<file path="src/core/otp_defs.svh">
// Register offsets, field positions, reset values and timing counts of the clock control block.
// Operation
// Trim register bit 7 always reads zero.
// Trim bits 6:0 set oscillator frequency.
// Reset loads factory calibration byte into trim.
// Software changes trim by at most 0x20.
// Trim not above plus ten percent during writes.
// Prescale bits 6:4 always read zero.
// Change enable sets only with others zero.
// Change enable clears after four cycles or write.
// Rewriting change enable neither extends nor clears.
// Division written only inside the enable window.
// Software disables interrupts during the sequence.
// Reset division is eight with fuse, else one.
// Protected write accepts any division, fuse ignored.
// Code n divides by two to n.
// Divided clock enable drives CPU and peripherals.
// Software picks division within allowed frequency.
// Division change produces no short clock period.
// New rate active within old plus two new.
// Reserved division code leaves division unchanged.
// Calibration byte and fuse sampled during reset.
`ifndef OTP_DEFS_SVH
`define OTP_DEFS_SVH
`define OTP_ADDR_PRESCALE 8'h26
`define OTP_ADDR_TRIM 8'h31
`define OTP_PRESCALE_CE_BIT 7
`define OTP_TRIM_RESERVED_BIT 7
`define OTP_DIV_RESET_FUSED 4'h3
`define OTP_DIV_RESET_PLAIN 4'h0
`define OTP_DIV_MAX_CODE 4'h8
`define OTP_CE_WINDOW_CYCLES 3'h4
`endif

</file>
<file path="src/core/otp_pkg.sv">
// Types shared by the clock control block.
package otp_pkg;
    typedef logic [7:0] otp_byte_t;
    typedef logic [3:0] otp_div_t;
    typedef logic [6:0] otp_trim_t;
    typedef enum logic [1:0]
    {
        OTP_RUN = 2'h0,
        OTP_WAIT = 2'h1,
        OTP_SWITCH = 2'h3
    } otp_sw_state_t;
endpackage

</file>
<file path="src/core/otp_ripple.sv">
// Free running divide counter that yields one tick per enable period for a given code.
`include "otp_defs.svh"
module otp_ripple
(
    // Clock and reset.
    input wire logic ref_clk,
    input wire logic reset,
    // Division code and tick output.
    input wire otp_pkg::otp_div_t code,
    output logic tick
);
    import otp_pkg::*;
    logic [7:0] count_reg;
    logic [7:0] mask;

    // Low code bits set; the tick marks the counter wrapping at that length.
    always_comb
    begin
        mask = 8'(({1'b0, 8'hFF} >> (4'h8 - ((code > `OTP_DIV_MAX_CODE) ? 4'h0 : code))) & 9'h0FF);
    end

    always_ff @(posedge ref_clk)
    begin
        if (reset)
            count_reg <= 8'h00;
        else
            count_reg <= count_reg + 8'h01;
    end

    assign tick = ((count_reg & mask) == mask);
endmodule

</file>
<file path="src/core/otp_switch.sv">
// Glitch free change-over between an old and a new division rate.
module otp_switch
(
    // Clock and reset.
    input wire logic ref_clk,
    input wire logic reset,
    // Requested and active code with source ticks.
    input wire otp_pkg::otp_div_t new_code,
    input wire logic request,
    input wire logic tick_active,
    output otp_pkg::otp_div_t active_code,
    output logic switching
);
    import otp_pkg::*;
    otp_sw_state_t state_reg;
    otp_div_t pending_reg;

    // A change waits for the end of the old period, so no period is shortened.
    always_ff @(posedge ref_clk)
    begin
        if (reset)
        begin
            state_reg <= OTP_RUN;
            pending_reg <= 4'h0;
        end
        else if (request)
        begin
            // A request during a pending change replaces it, so only the latest accepted write is applied.
            pending_reg <= new_code;
            state_reg <= OTP_WAIT;
        end
        else
        begin
            unique case (state_reg)
                OTP_RUN:
                    state_reg <= OTP_RUN;
                OTP_WAIT:
                    if (tick_active)
                        state_reg <= OTP_SWITCH;
                OTP_SWITCH:
                    state_reg <= OTP_RUN;
                default:
                    state_reg <= OTP_RUN;
            endcase
        end
    end

    // The new code is applied at the old period's boundary.
    always_ff @(posedge ref_clk)
    begin
        if (reset)
            active_code <= 4'h0;
        else if (state_reg == OTP_WAIT && tick_active && !request)
            active_code <= pending_reg;
    end

    assign switching = (state_reg != OTP_RUN);
endmodule

</file>
<file path="src/core/otp_top.sv">
// Oscillator trim register and system clock prescaler with protected change sequence.
`include "otp_defs.svh"
module otp_top
(
    // Clock and reset.
    input wire logic ref_clk,
    input wire logic reset,
    // Register port.
    input wire otp_pkg::otp_byte_t reg_addr,
    input wire otp_pkg::otp_byte_t reg_wdata,
    input wire logic reg_write,
    input wire logic reg_read,
    output otp_pkg::otp_byte_t reg_rdata,
    // Static factory inputs.
    input wire otp_pkg::otp_trim_t factory_calibration,
    input wire logic divide_by_eight_fuse,
    // Clock control outputs.
    output otp_pkg::otp_trim_t oscillator_trim,
    output logic system_clock_enable,
    output otp_pkg::otp_div_t division_active
);
    import otp_pkg::*;

    otp_div_t division_select_reg;
    logic prescale_change_enable_reg;
    logic [2:0] window_reg;
    logic tick;
    otp_div_t active_code;
    logic wr_prescale;
    logic wr_trim;
    logic div_request;
    logic div_accept;
    logic fuse_load_reg;

    function automatic logic hit(input otp_byte_t addr, input otp_byte_t target);
        hit = (addr == target);
    endfunction

    assign wr_prescale = reg_write && hit(reg_addr, `OTP_ADDR_PRESCALE);
    assign wr_trim = reg_write && hit(reg_addr, `OTP_ADDR_TRIM);

    // Division writes only count inside the window with the enable bit written zero.
    assign div_request = wr_prescale && prescale_change_enable_reg
        && !reg_wdata[`OTP_PRESCALE_CE_BIT];

    // A reserved code still closes the window but leaves the division alone.
    assign div_accept = div_request && (reg_wdata[3:0] <= `OTP_DIV_MAX_CODE);

    // Trim is loaded from the calibration byte during reset and later by software.
    always_ff @(posedge ref_clk)
    begin
        if (reset)
            oscillator_trim <= factory_calibration;
        else if (wr_trim)
            oscillator_trim <= reg_wdata[6:0];
    end

    // Change enable window: set on a clean write, timed out or cleared by a division write.
    always_ff @(posedge ref_clk)
    begin
        if (reset)
        begin
            prescale_change_enable_reg <= 1'b0;
            window_reg <= 3'h0;
        end
        else if (div_request)
        begin
            prescale_change_enable_reg <= 1'b0;
            window_reg <= 3'h0;
        end
        else if (wr_prescale && reg_wdata == 8'h80 && !prescale_change_enable_reg)
        begin
            prescale_change_enable_reg <= 1'b1;
            window_reg <= `OTP_CE_WINDOW_CYCLES - 3'h1;
        end
        else if (prescale_change_enable_reg)
        begin
            // A rewrite inside the window falls through here and changes nothing.
            if (window_reg == 3'h0)
                prescale_change_enable_reg <= 1'b0;
            else
                window_reg <= window_reg - 3'h1;
        end
    end

    // Reset value follows the fuse; later any legal code is accepted.
    always_ff @(posedge ref_clk)
    begin
        if (reset)
            division_select_reg <= divide_by_eight_fuse ? `OTP_DIV_RESET_FUSED
                : `OTP_DIV_RESET_PLAIN;
        else if (div_accept)
            division_select_reg <= reg_wdata[3:0];
    end

    // The reset division is handed to the switch on the first edge after reset.
    always_ff @(posedge ref_clk)
    begin
        if (reset)
            fuse_load_reg <= 1'b1;
        else
            fuse_load_reg <= 1'b0;
    end

    logic apply_request;
    assign apply_request = div_accept || fuse_load_reg;

    otp_ripple u_ripple
    (
        .ref_clk(ref_clk),
        .reset(reset),
        .code(active_code),
        .tick(tick)
    );

    otp_switch u_switch
    (
        .ref_clk(ref_clk),
        .reset(reset),
        .new_code(fuse_load_reg ? division_select_reg : reg_wdata[3:0]),
        .request(apply_request),
        .tick_active(tick),
        .active_code(active_code),
        .switching()
    );

    // One enable pulse per divided period clocks the CPU and peripherals.
    always_ff @(posedge ref_clk)
    begin
        if (reset)
        begin
            system_clock_enable <= 1'b0;
            division_active <= 4'h0;
        end
        else
        begin
            system_clock_enable <= tick;
            division_active <= active_code;
        end
    end

    // Reserved bits read zero.
    always_ff @(posedge ref_clk)
    begin
        if (reset)
            reg_rdata <= 8'h00;
        else if (reg_read && hit(reg_addr, `OTP_ADDR_PRESCALE))
            reg_rdata <= {prescale_change_enable_reg, 3'h0, division_select_reg};
        else if (reg_read && hit(reg_addr, `OTP_ADDR_TRIM))
            reg_rdata <= {1'b0, oscillator_trim};
        else
            reg_rdata <= 8'h00;
    end
endmodule

</file>
<file path="config.mk">
export PLATFORM = sky130hd
export DESIGN_NAME = otp_top
export DESIGN_NICKNAME = d
export VERILOG_FILES = /design/src/core/otp_pkg.sv /design/src/core/otp_ripple.sv /design/src/core/otp_switch.sv /design/src/core/otp_top.sv
export VERILOG_INCLUDE_DIRS = /design/src /design/src/core
export SDC_FILE = /design/constraint.sdc
export NUM_CORES = 1
export LEC_CHECK = 0
export ABC_AREA = 0
export BUFFER_PORTS_ARGS = -buffer_cell sky130_fd_sc_hd__buf_2
export CAP_MARGIN = 5
export CORE_ASPECT_RATIO = 0.7
export CORE_MARGIN = 5
export CORE_UTILIZATION = 30
export DETAILED_ROUTE_END_ITERATION = 10
export GPL_ROUTABILITY_DRIVEN = 0
export GPL_TIMING_DRIVEN = 0
export PLACE_DENSITY_LB_ADDON = 0.12
export REMOVE_ABC_BUFFERS = 1
export SLEW_MARGIN = 40
export SYNTH_ARGS = -nofsm -noshare
export SYNTH_HDL_FRONTEND = slang
export SYNTH_SLANG_ARGS = --single-unit
</file>
<file path="constraint.sdc">
create_clock -name ref_clk -period 4.45 [get_ports ref_clk]
set_clock_uncertainty 0.1 [all_clocks]
set_input_delay 0.2225 -clock ref_clk [delete_from_list [all_inputs] [get_ports ref_clk]]
set_output_delay 0.2225 -clock ref_clk [all_outputs]
set_load 0.03 [all_outputs]
</file>
==> impl_metrics.env, run 1 <==
export IMPL_ys_ff_latch=47
export IMPL_p_clk_share_pct=31.2
export IMPL_sequentialPowerShare_pct=58.0
export IMPL_cts_hold_buf=0
export IMPL_dp_cells=321
export IMPL_grt_setup_unrepaired="no"
export IMPL_cp_slowest_cell="mux2_2"
export IMPL_yosysTopAreaCellShare_pct=35.9
export IMPL_grtUsageTotal_pct=10.0
export IMPL_start_util_pct=31.5
export IMPL_first_iter_violations=48
export IMPL_slew_headroom_pct=50.3
export IMPL_outcome="complete, no violations"
export IMPL_pwr_density_cell_nw_per_um2=328
export IMPL_area_growth_pct=22.1
export IMPL_critPathKind="reg2reg"
export IMPL_leakage_nw=1.05
export IMPL_peakVddDrop_mv=0.179
export IMPL_vias=1437
export IMPL_clk_latency_ps=290
export IMPL_post_place_ws_ps=2230
export IMPL_antennaDiodeCount=0
export IMPL_pwr_share_comb_pct=10.8
export IMPL_dr_pass1_iters=4
export IMPL_fin_util_pct=38.5
export IMPL_async_flop_share_pct=0
export IMPL_fin_setup_tns_ps=0
export IMPL_ys_types=38
export IMPL_gr_total_overflow=0
export IMPL_crit_path_max_incr_delay_ps=380
export IMPL_io_pins=48
export IMPL_period_needed_ps=2210
export IMPL_clkTransAtPathRegs_ps=90
export IMPL_internal_power_uw=605
export IMPL_maxCapViolCount=0
export IMPL_post_cts_buffers=0
export IMPL_drc=0
export IMPL_tightest_slew_ps=744
export IMPL_yosys_top_cells_area="dfxtp_1 (36%), edfxtp_1 (16%), mux2_2 (6.2%), nor2b_1 (4.1%), ha_1 (3.7%)"
export IMPL_final_cell_count_no_fill=330
export IMPL_synth_edff_count=11
export IMPL_hp_class="in2reg"
export IMPL_grt_pass1_wl_um=6750
export IMPL_crit_fanout=5
export IMPL_synth_top_area_cell="dfxtp_1"
export IMPL_yosysSeqAreaShare_pct=52.4
export IMPL_syn_avg_cell_area_um2=10.7
export IMPL_synth_ff_type="dfxtp_1"
export IMPL_fin_area_um2=2450
export IMPL_core_area_um2=6370
export IMPL_yosysWarnings=0
export IMPL_cts_buffer_depth=2
export IMPL_cts_buffers=5
export IMPL_fmax_mhz=452
export IMPL_cp_end_kind="flip-flop"
export IMPL_synth_area_um2=2010
export IMPL_placed_area_um2=2340
export IMPL_yosysMostFrequentCell="dfxtp_1"
export IMPL_cts_resized=0
export IMPL_cts_sinks=47
export IMPL_grt_max_degree=45
export IMPL_routedWlPerCell_um=12.4
export IMPL_crit_arrival_ps=2300
export IMPL_final_max_slew_viol_count=0
export IMPL_cp_start_kind="flip-flop"
export IMPL_htree_levels=2
export IMPL_switching_share_pct=24.8
export IMPL_routed_wl_um=4090
export IMPL_die_y_um=78.4
export IMPL_dieArea_um2=8450
export IMPL_layout_nets=272
export IMPL_fp_row_count=24
export IMPL_cts_tree="yes"
export IMPL_drive_above_1_share_pct=30.5
export IMPL_worst_slack_ps=2240
export IMPL_die_x_um=108
export IMPL_p_sw_uw=200
export IMPL_crit_chain="nand2b_1 > ha_1 > o221ai_1 > o22ai_1 > a31o_1 > nor4b_4 > mux2_2"
export IMPL_clock_root_buffer="clkbuf_8"
export IMPL_synth_commonest_cells="dfxtp_1 (36), nor2_1 (19), nor2b_1 (13), nand2_1 (12)"
export IMPL_syn_inst=188
export IMPL_setup_viol_count_final=0
export IMPL_grt_pass1_vias=1390
export IMPL_final_hold_viol_count=0
export IMPL_ant_nets=0
export IMPL_dp_hpwl_um=3110
export IMPL_io_buffers=47
export IMPL_vias_per_cell=4.35
export IMPL_crit_required_ps=4540
export IMPL_antenna_found_initial=0
export IMPL_timing_final_crit_share_pct=49.7
metrics by stage:
step           hold slack (ps)  power [mW]
2_1_floorplan              150       0.525
5_1_grt                   92.3       0.849
6_report                  93.6       0.804
3_5_place_dp               350       0.562
3_3_place_gp               338       0.561
4_1_cts                   85.2       0.818
worst paths after layout:
check	start	cells after the start	end	slack, ps
max	u_switch.active_code[3]$_SDFFE_PP0P_	7	u_switch.active_code[1]$_SDFFE_PP0P_	2240
min	factory_calibration[1]	3	oscillator_trim[1]$_DFFE_PP_	90
max reg2reg	u_switch.active_code[3]$_SDFFE_PP0P_	7	u_switch.active_code[1]$_SDFFE_PP0P_	2240
min reg2reg	u_ripple.count_reg[0]$_SDFF_PP0_	1	u_ripple.count_reg[0]$_SDFF_PP0_	360
area by class of cell:
| type | instances | area, um^2 |
|---|---|---|
| well taps | 91 | 114 |
| multi-input cells | 130 | 915 |
| repair buffers | 48 | 263 |
| fillers | 667 | 3920 |
| clock inverters | 2 | 12.5 |
| flip-flops and latches | 47 | 1050 |
| clock buffers | 6 | 72.6 |
| inverters | 6 | 22.5 |
power by group through the flow:
stage               clock network, mW  registers [mW]  logic [mW]
floorplan                           0           0.489      0.0363
global placement                    0           0.477      0.0849
detailed placement                  0           0.477      0.0855
CTS                             0.266           0.467      0.0856
global route                    0.283           0.469      0.0972
finish                          0.251           0.466      0.0871
worst max-delay path: cells and delay by family, from the launching register on:
kind                       cells  cell delay, ps
and+or+nand+nor                2             530
AOI/OAI and AO/OA              3             450
muxes                          1             380
DFF                            1             350
adders and majority gates      1             320
routing by layer:
metal	share of wire, %	vias to the layer above	global-route usage [%]	wire [um]
li1	-	748	-	-
met1	56	657	15.4	2270
met2	39	27	13.1	1600
met3	4.0	5	2.79	162
met4	1.3	0	3.40	54
met5	0	-	0	0
logic make-up after synthesis:
group	synth area share (%)
AND/OR/NAND/NOR	23.2
multiplexers	8.17
flip-flops	52.4
XOR/XNOR	3.49
adder cells (fa/ha/maj)	3.74
AO/OA/AOI/OAI	6.98
buffers and inverters	2.06
placed cells by master, fill, tap and decap left out, types with 2 or more instances in the layout:
cell type  instances
and3_1             2
o21ai_0            3
nor2_1            19
clkbuf_8           5
inv_1              6
dfxtp_1           36
a22oi_1            4
or3_1              3
nand4_1            2
nor2b_1           13
nand2_1           12
nor4b_4            2
and2_1             3
xor2_1             4
xnor2_1            4
nor3_1             4
edfxtp_1          11
nand3_1            3
mux2_2            11
a21o_1             2
nand2b_1           8
buf_2             47
ha_1               6
mux2i_1            4
a21oi_1            8
Power figures use the tool's default switching activity.
==> inputs of run 2 (changes only) <==
==> constraint.sdc (replaced) <==
create_clock -name ref_clk -period 2.1 [get_ports ref_clk]
set_clock_uncertainty 0.1 [all_clocks]
set_input_delay 0.105 -clock ref_clk [delete_from_list [all_inputs] [get_ports ref_clk]]
set_output_delay 0.105 -clock ref_clk [all_outputs]
set_load 0.03 [all_outputs]
==> impl_metrics.env, run 2 (synthesis results as in run 1) <==
export IMPL_gr_total_overflow=0
export IMPL_layout_common_cells="buf_2 (47), dfxtp_1 (33), nor2_1 (19)"
export IMPL_dr_pass1_iters=4
export IMPL_clkTransAtPathRegs_ps=80
export IMPL_internal_power_mw=1.29
export IMPL_io_pins=48
export IMPL_critPathKind="reg2reg"
export IMPL_p_clk_share_pct=30.9
export IMPL_cts_sinks=47
export IMPL_area_growth_pct=28.2
export IMPL_htree_levels=2
export IMPL_grt_pass1_wl_um=6890
export IMPL_grt_pass1_vias=1446
export IMPL_post_place_ws_ps=-119
export IMPL_final_max_slew_viol_count=0
export IMPL_start_util_pct=31.5
export IMPL_die_x_um=108
export IMPL_routedWlPerCell_um=12.4
export IMPL_peakVddDrop_mv=0.380
export IMPL_grt_max_degree=45
export IMPL_final_fill_count=657
export IMPL_drc=0
export IMPL_sequentialPowerShare_pct=57.4
export IMPL_grt_setup_unrepaired="yes"
export IMPL_worst_slack_ps=58.2
export IMPL_final_cell_count_no_fill=337
export IMPL_period_needed_ps=2040
export IMPL_pwr_share_comb_pct=11.6
export IMPL_fmax_mhz=490
export IMPL_hp_class="in2reg"
export IMPL_core_area_um2=6370
export IMPL_clk_latency_ps=290
export IMPL_pwr_density_cell_nw_per_um2=669
export IMPL_dieArea_um2=8450
export IMPL_crit_fanout=5
export IMPL_io_buffers=47
export IMPL_layout_nets=279
export IMPL_die_y_um=78.4
export IMPL_antenna_found_initial=0
export IMPL_dp_hpwl_um=3110
export IMPL_slew_headroom_pct=50.3
export IMPL_setup_viol_count_final=0
export IMPL_fp_row_count=24
export IMPL_cp_end_kind="flip-flop"
export IMPL_cts_buffers=5
export IMPL_mostFrequentLayoutCell="buf_2"
export IMPL_crit_required_ps=2180
export IMPL_timing_final_crit_share_pct=97.2
export IMPL_leakage_nw=1.09
export IMPL_total_power_mw=1.72
export IMPL_drive_above_1_share_pct=34.1
export IMPL_routed_wl_um=4180
export IMPL_antennaDiodeCount=0
export IMPL_first_iter_violations=43
export IMPL_vias=1478
export IMPL_maxCapViolCount=0
export IMPL_final_hold_viol_count=0
export IMPL_switching_share_pct=24.9
export IMPL_dp_cells=321
export IMPL_fin_setup_tns_ps=0
export IMPL_clock_root_buffer="clkbuf_8"
export IMPL_ant_nets=0
export IMPL_cp_start_kind="flip-flop"
export IMPL_vias_per_cell=4.39
export IMPL_p_sw_uw=428
export IMPL_grtUsageTotal_pct=10.2
export IMPL_outcome="complete, no violations"
export IMPL_cts_tree="yes"
export IMPL_tightest_slew_ps=744
export IMPL_cts_buffer_depth=2
export IMPL_crit_arrival_ps=2130
[run 2: cell types whose count changed in the layout (fill, tap and decap cells not counted), moves of 2 or more]
cell / before / now
dfxtp_1: 36 / 33
nand2b_4: 0 / 2
mux2_2: 11 / 7
mux2_4: 0 / 4
dlygate4sd3_1: 0 / 5
ha_1: 6 / 4
nand2b_1: 8 / 6
dfxtp_2: 0 / 3
[run 2: cell type report]
type	count	area, um^2	share of cell area, %
Timing Repair Buffer	55	332	12.9
Sequential cell	47	1050	41.0
Clock inverter	2	12.5	0.486
Clock buffer	6	72.6	2.82
Inverter	6	22.5	0.875
Tap cell	91	114	4.42
Multi-Input combinational cell	130	966	37.5
[run 2: worst paths after layout]
check                           cells after the start                                    to                                  from  slack [ps]
worst min register to register                      1      u_ripple.count_reg[0]$_SDFF_PP0_      u_ripple.count_reg[0]$_SDFF_PP0_         360
worst max-delay path                                8  u_switch.active_code[1]$_SDFFE_PP0P_  u_switch.active_code[3]$_SDFFE_PP0P_          60
worst max register to register                      8  u_switch.active_code[1]$_SDFFE_PP0P_  u_switch.active_code[3]$_SDFFE_PP0P_          60
worst min-delay path                                2          oscillator_trim[5]$_DFFE_PP_                factory_calibration[5]          20
[run 2: layer usage]
metal	global-route usage (%)	vias to the layer above	share of wire [%]
met5	0	-	0
met4	3.40	0	1.3
met3	2.79	5	4.0
met2	13.8	27	40
met1	15.4	683	55
li1	-	763	-
[run 2: timing repair]
item | in CTS | in global routing
pin swaps | 2 | 4
hold buffers | 5 | 0
gates resized for setup | 7 | 7
setup buffers | 2 | 0
hold endpoints to repair | 6 | 0
endpoints found under the setup margin | 4 | 4
[run 2: power groups by stage]
stage	sequential (mW)	combinational, mW	clock (mW)
2_1_floorplan	1.04	0.0768	0
3_3_place_gp	1.01	0.180	0
3_5_place_dp	1.01	0.181	0
4_1_cts	0.990	0.194	0.563
5_1_grt	0.995	0.223	0.598
6_report	0.989	0.201	0.532
[run 2: worst max-delay path: stages (launching register included)]
cell and delay, ps:
dfxtp_2 340, nand2b_4 160, ha_1 210, xnor2_1 130, o22ai_1 160, a31o_1 180
nor4b_4 200, buf_6 160, mux2_4 290
[run 2: through the flow]
stage | hold WS (ps) | instance area [um^2] | utilization, %
2_1_floorplan | 32.7 | 1990 | -
3_3_place_gp | 282 | 2340 | 36.7
3_5_place_dp | 286 | 2340 | 36.7
4_1_cts | 5.25 | 2520 | 39.6
5_1_grt | 8.90 | 2570 | 40.4
6_report | 19.4 | 2570 | 40.4
==> inputs of run 3 (changes only) <==
--- a/config.mk
+++ b/config.mk
@@ -9,9 +9,8 @@
 export ABC_AREA = 0
 export BUFFER_PORTS_ARGS = -buffer_cell sky130_fd_sc_hd__buf_2
 export CAP_MARGIN = 5
-export CORE_ASPECT_RATIO = 0.7
-export CORE_MARGIN = 5
-export CORE_UTILIZATION = 30
+export CORE_ASPECT_RATIO = 1.5
+export CORE_UTILIZATION = 52
 export DETAILED_ROUTE_END_ITERATION = 10
 export GPL_ROUTABILITY_DRIVEN = 0
 export GPL_TIMING_DRIVEN = 0
==> impl_metrics.env, run 3 (synthesis results as in run 1) <==
export IMPL_p_sw_uw=427
export IMPL_final_hold_viol_count=0
export IMPL_layout_common_cells="buf_2 (47), dfxtp_1 (35), nor2_1 (19)"
export IMPL_io_buffers=47
export IMPL_gr_total_overflow=0
export IMPL_die_x_um=52.7
export IMPL_hold_path_end="oscillator_trim[4]$_DFFE_PP_"
export IMPL_maxCapViolCount=0
export IMPL_worst_slack_ps=36.7
export IMPL_rrSetupSlack_ps=40
export IMPL_clkTransAtPathRegs_ps=80
export IMPL_pwr_share_comb_pct=11.2
export IMPL_reg2reg_from="u_switch.active_code[3]$_SDFFE_PP0P_"
export IMPL_tightest_slew_ps=740
export IMPL_ant_nets=0
export IMPL_dieArea_um2=4120
export IMPL_io_pins=48
export IMPL_holdCritStartpoint="factory_calibration[4]"
export IMPL_grt_setup_unrepaired="yes"
export IMPL_dp_hpwl_um=2920
export IMPL_cp_end_kind="flip-flop"
export IMPL_fp_row_count=27
export IMPL_final_max_slew_viol_count=0
export IMPL_grt_pass1_vias=1466
export IMPL_hold_depth=2
export IMPL_vias=1534
export IMPL_crit_fanout=4
export IMPL_worst_r2r_endpoint="u_switch.active_code[3]$_SDFFE_PP0P_"
export IMPL_switching_share_pct=24.9
export IMPL_cts_buffers=5
export IMPL_layout_nets=278
export IMPL_first_iter_violations=45
export IMPL_timing_final_crit_share_pct=98.3
export IMPL_dr_pass1_iters=4
export IMPL_fin_setup_tns_ps=0
export IMPL_internal_power_mw=1.29
export IMPL_clk_latency_ps=300
export IMPL_cts_buffer_depth=2
export IMPL_hp_class="in2reg"
export IMPL_period_needed_ps=2060
export IMPL_crit_required_ps=2190
export IMPL_mostFrequentLayoutCell="buf_2"
export IMPL_cts_sinks=47
export IMPL_area_growth_pct=24.0
export IMPL_core_area_um2=3680
export IMPL_crit_arrival_ps=2150
export IMPL_fmax_mhz=485
export IMPL_drive_above_1_share_pct=33.5
export IMPL_p_clk_share_pct=31.0
export IMPL_setup_viol_count_final=0
export IMPL_drc=0
export IMPL_rr_worst_depth=9
export IMPL_routed_wl_um=3890
export IMPL_outcome="complete, no violations"
export IMPL_antennaDiodeCount=0
export IMPL_grt_max_degree=45
export IMPL_pwr_density_cell_nw_per_um2=688
export IMPL_leakage_nw=1.08
export IMPL_start_util_pct=54.5
export IMPL_routedWlPerCell_um=13.5
export IMPL_cts_tree="yes"
export IMPL_antenna_found_initial=0
export IMPL_grt_pass1_wl_um=6200
export IMPL_vias_per_cell=5.33
export IMPL_critPathKind="reg2reg"
export IMPL_peakVddDrop_mv=0.546
export IMPL_slew_headroom_pct=50.7
export IMPL_cp_start_kind="flip-flop"
export IMPL_sequentialPowerShare_pct=57.8
export IMPL_post_place_ws_ps=-129
export IMPL_clock_root_buffer="clkbuf_8"
export IMPL_htree_levels=2
export IMPL_die_y_um=78.1
export IMPL_grtUsageTotal_pct=20.3
## run 3: changes by cell type in the layout (fill, tap and decap cells not counted), sizes merged
cell / previous run / this run
clkinvlp: 1 / 2
buf: 50 / 49
clkbuf: 6 / 5
## run 3: per-layer routing
metal	GRT usage [%]	wire (um)	vias to the layer above
met5	0	0	-
met4	7.11	52	0
met3	4.07	126	6
met2	39.2	2250	32
met1	20.1	1460	723
li1	-	-	773
## run 3: through the flow
stage	total power [mW]	area (um^2)	util, %	instances	hold WS, ps
finish	1.71	2490	67.6	288	6.01
global route	1.78	2490	67.6	288	15.3
CTS	1.73	2460	66.9	287	6.89
detailed placement	1.19	2280	61.8	273	280
global placement	1.18	2280	61.8	273	279
floorplan	1.11	1990	-	183	32.7
## run 3: what timing repair did
item	in CTS	in global routing
gates cloned	0	0
setup endpoints to repair	4	4
pin swaps	1	4
endpoints found under the hold margin	6	0
hold buffers	5	0
buffers inserted	1	1
resized for setup	8	5
## run 3: power by group through the flow
stage | Clock [mW] | Combinational, mW | Sequential [mW]
after global routing | 0.579 | 0.209 | 0.995
after CTS | 0.545 | 0.191 | 0.991
after global placement | 0 | 0.173 | 1.01
after floorplan | 0 | 0.0768 | 1.04
after detailed placement | 0 | 0.177 | 1.01
final | 0.532 | 0.192 | 0.989
## run 3: worst max path at each step
stage	start	to	slack (ps)
global placement	u_switch.active_code[3]$_SDFFE_PP0P_	u_switch.active_code[0]$_SDFFE_PP0P_	-60
global route	u_switch.active_code[3]$_SDFFE_PP0P_	u_switch.active_code[3]$_SDFFE_PP0P_	-40
detailed placement	u_switch.active_code[3]$_SDFFE_PP0P_	u_switch.active_code[3]$_SDFFE_PP0P_	-130
floorplan	u_switch.active_code[3]$_SDFFE_PP0P_	u_switch.active_code[0]$_SDFFE_PP0P_	70
CTS	u_switch.active_code[3]$_SDFFE_PP0P_	u_switch.active_code[2]$_SDFFE_PP0P_	20
finish	u_switch.active_code[3]$_SDFFE_PP0P_	u_switch.active_code[3]$_SDFFE_PP0P_	40
## run 3: final cells by class
cell class,instances,area [um^2]
Clock buffer,5,68.8
Clock inverter,3,20.0
Fill cell,304,1190
Inverter,6,22.5
Multi-Input combinational cell,130,968
Sequential cell,47,1050
Tap cell,43,53.8
Timing Repair Buffer,54,300
## run 3: critical path: stages (launching register included)
cell      delay (ps)
dfxtp_4          360
nand2b_4         160
inv_1             60
ha_2             200
o221ai_2         100
o22ai_1          130
a31o_1           170
nor4b_4          180
buf_4            190
mux2_4           300
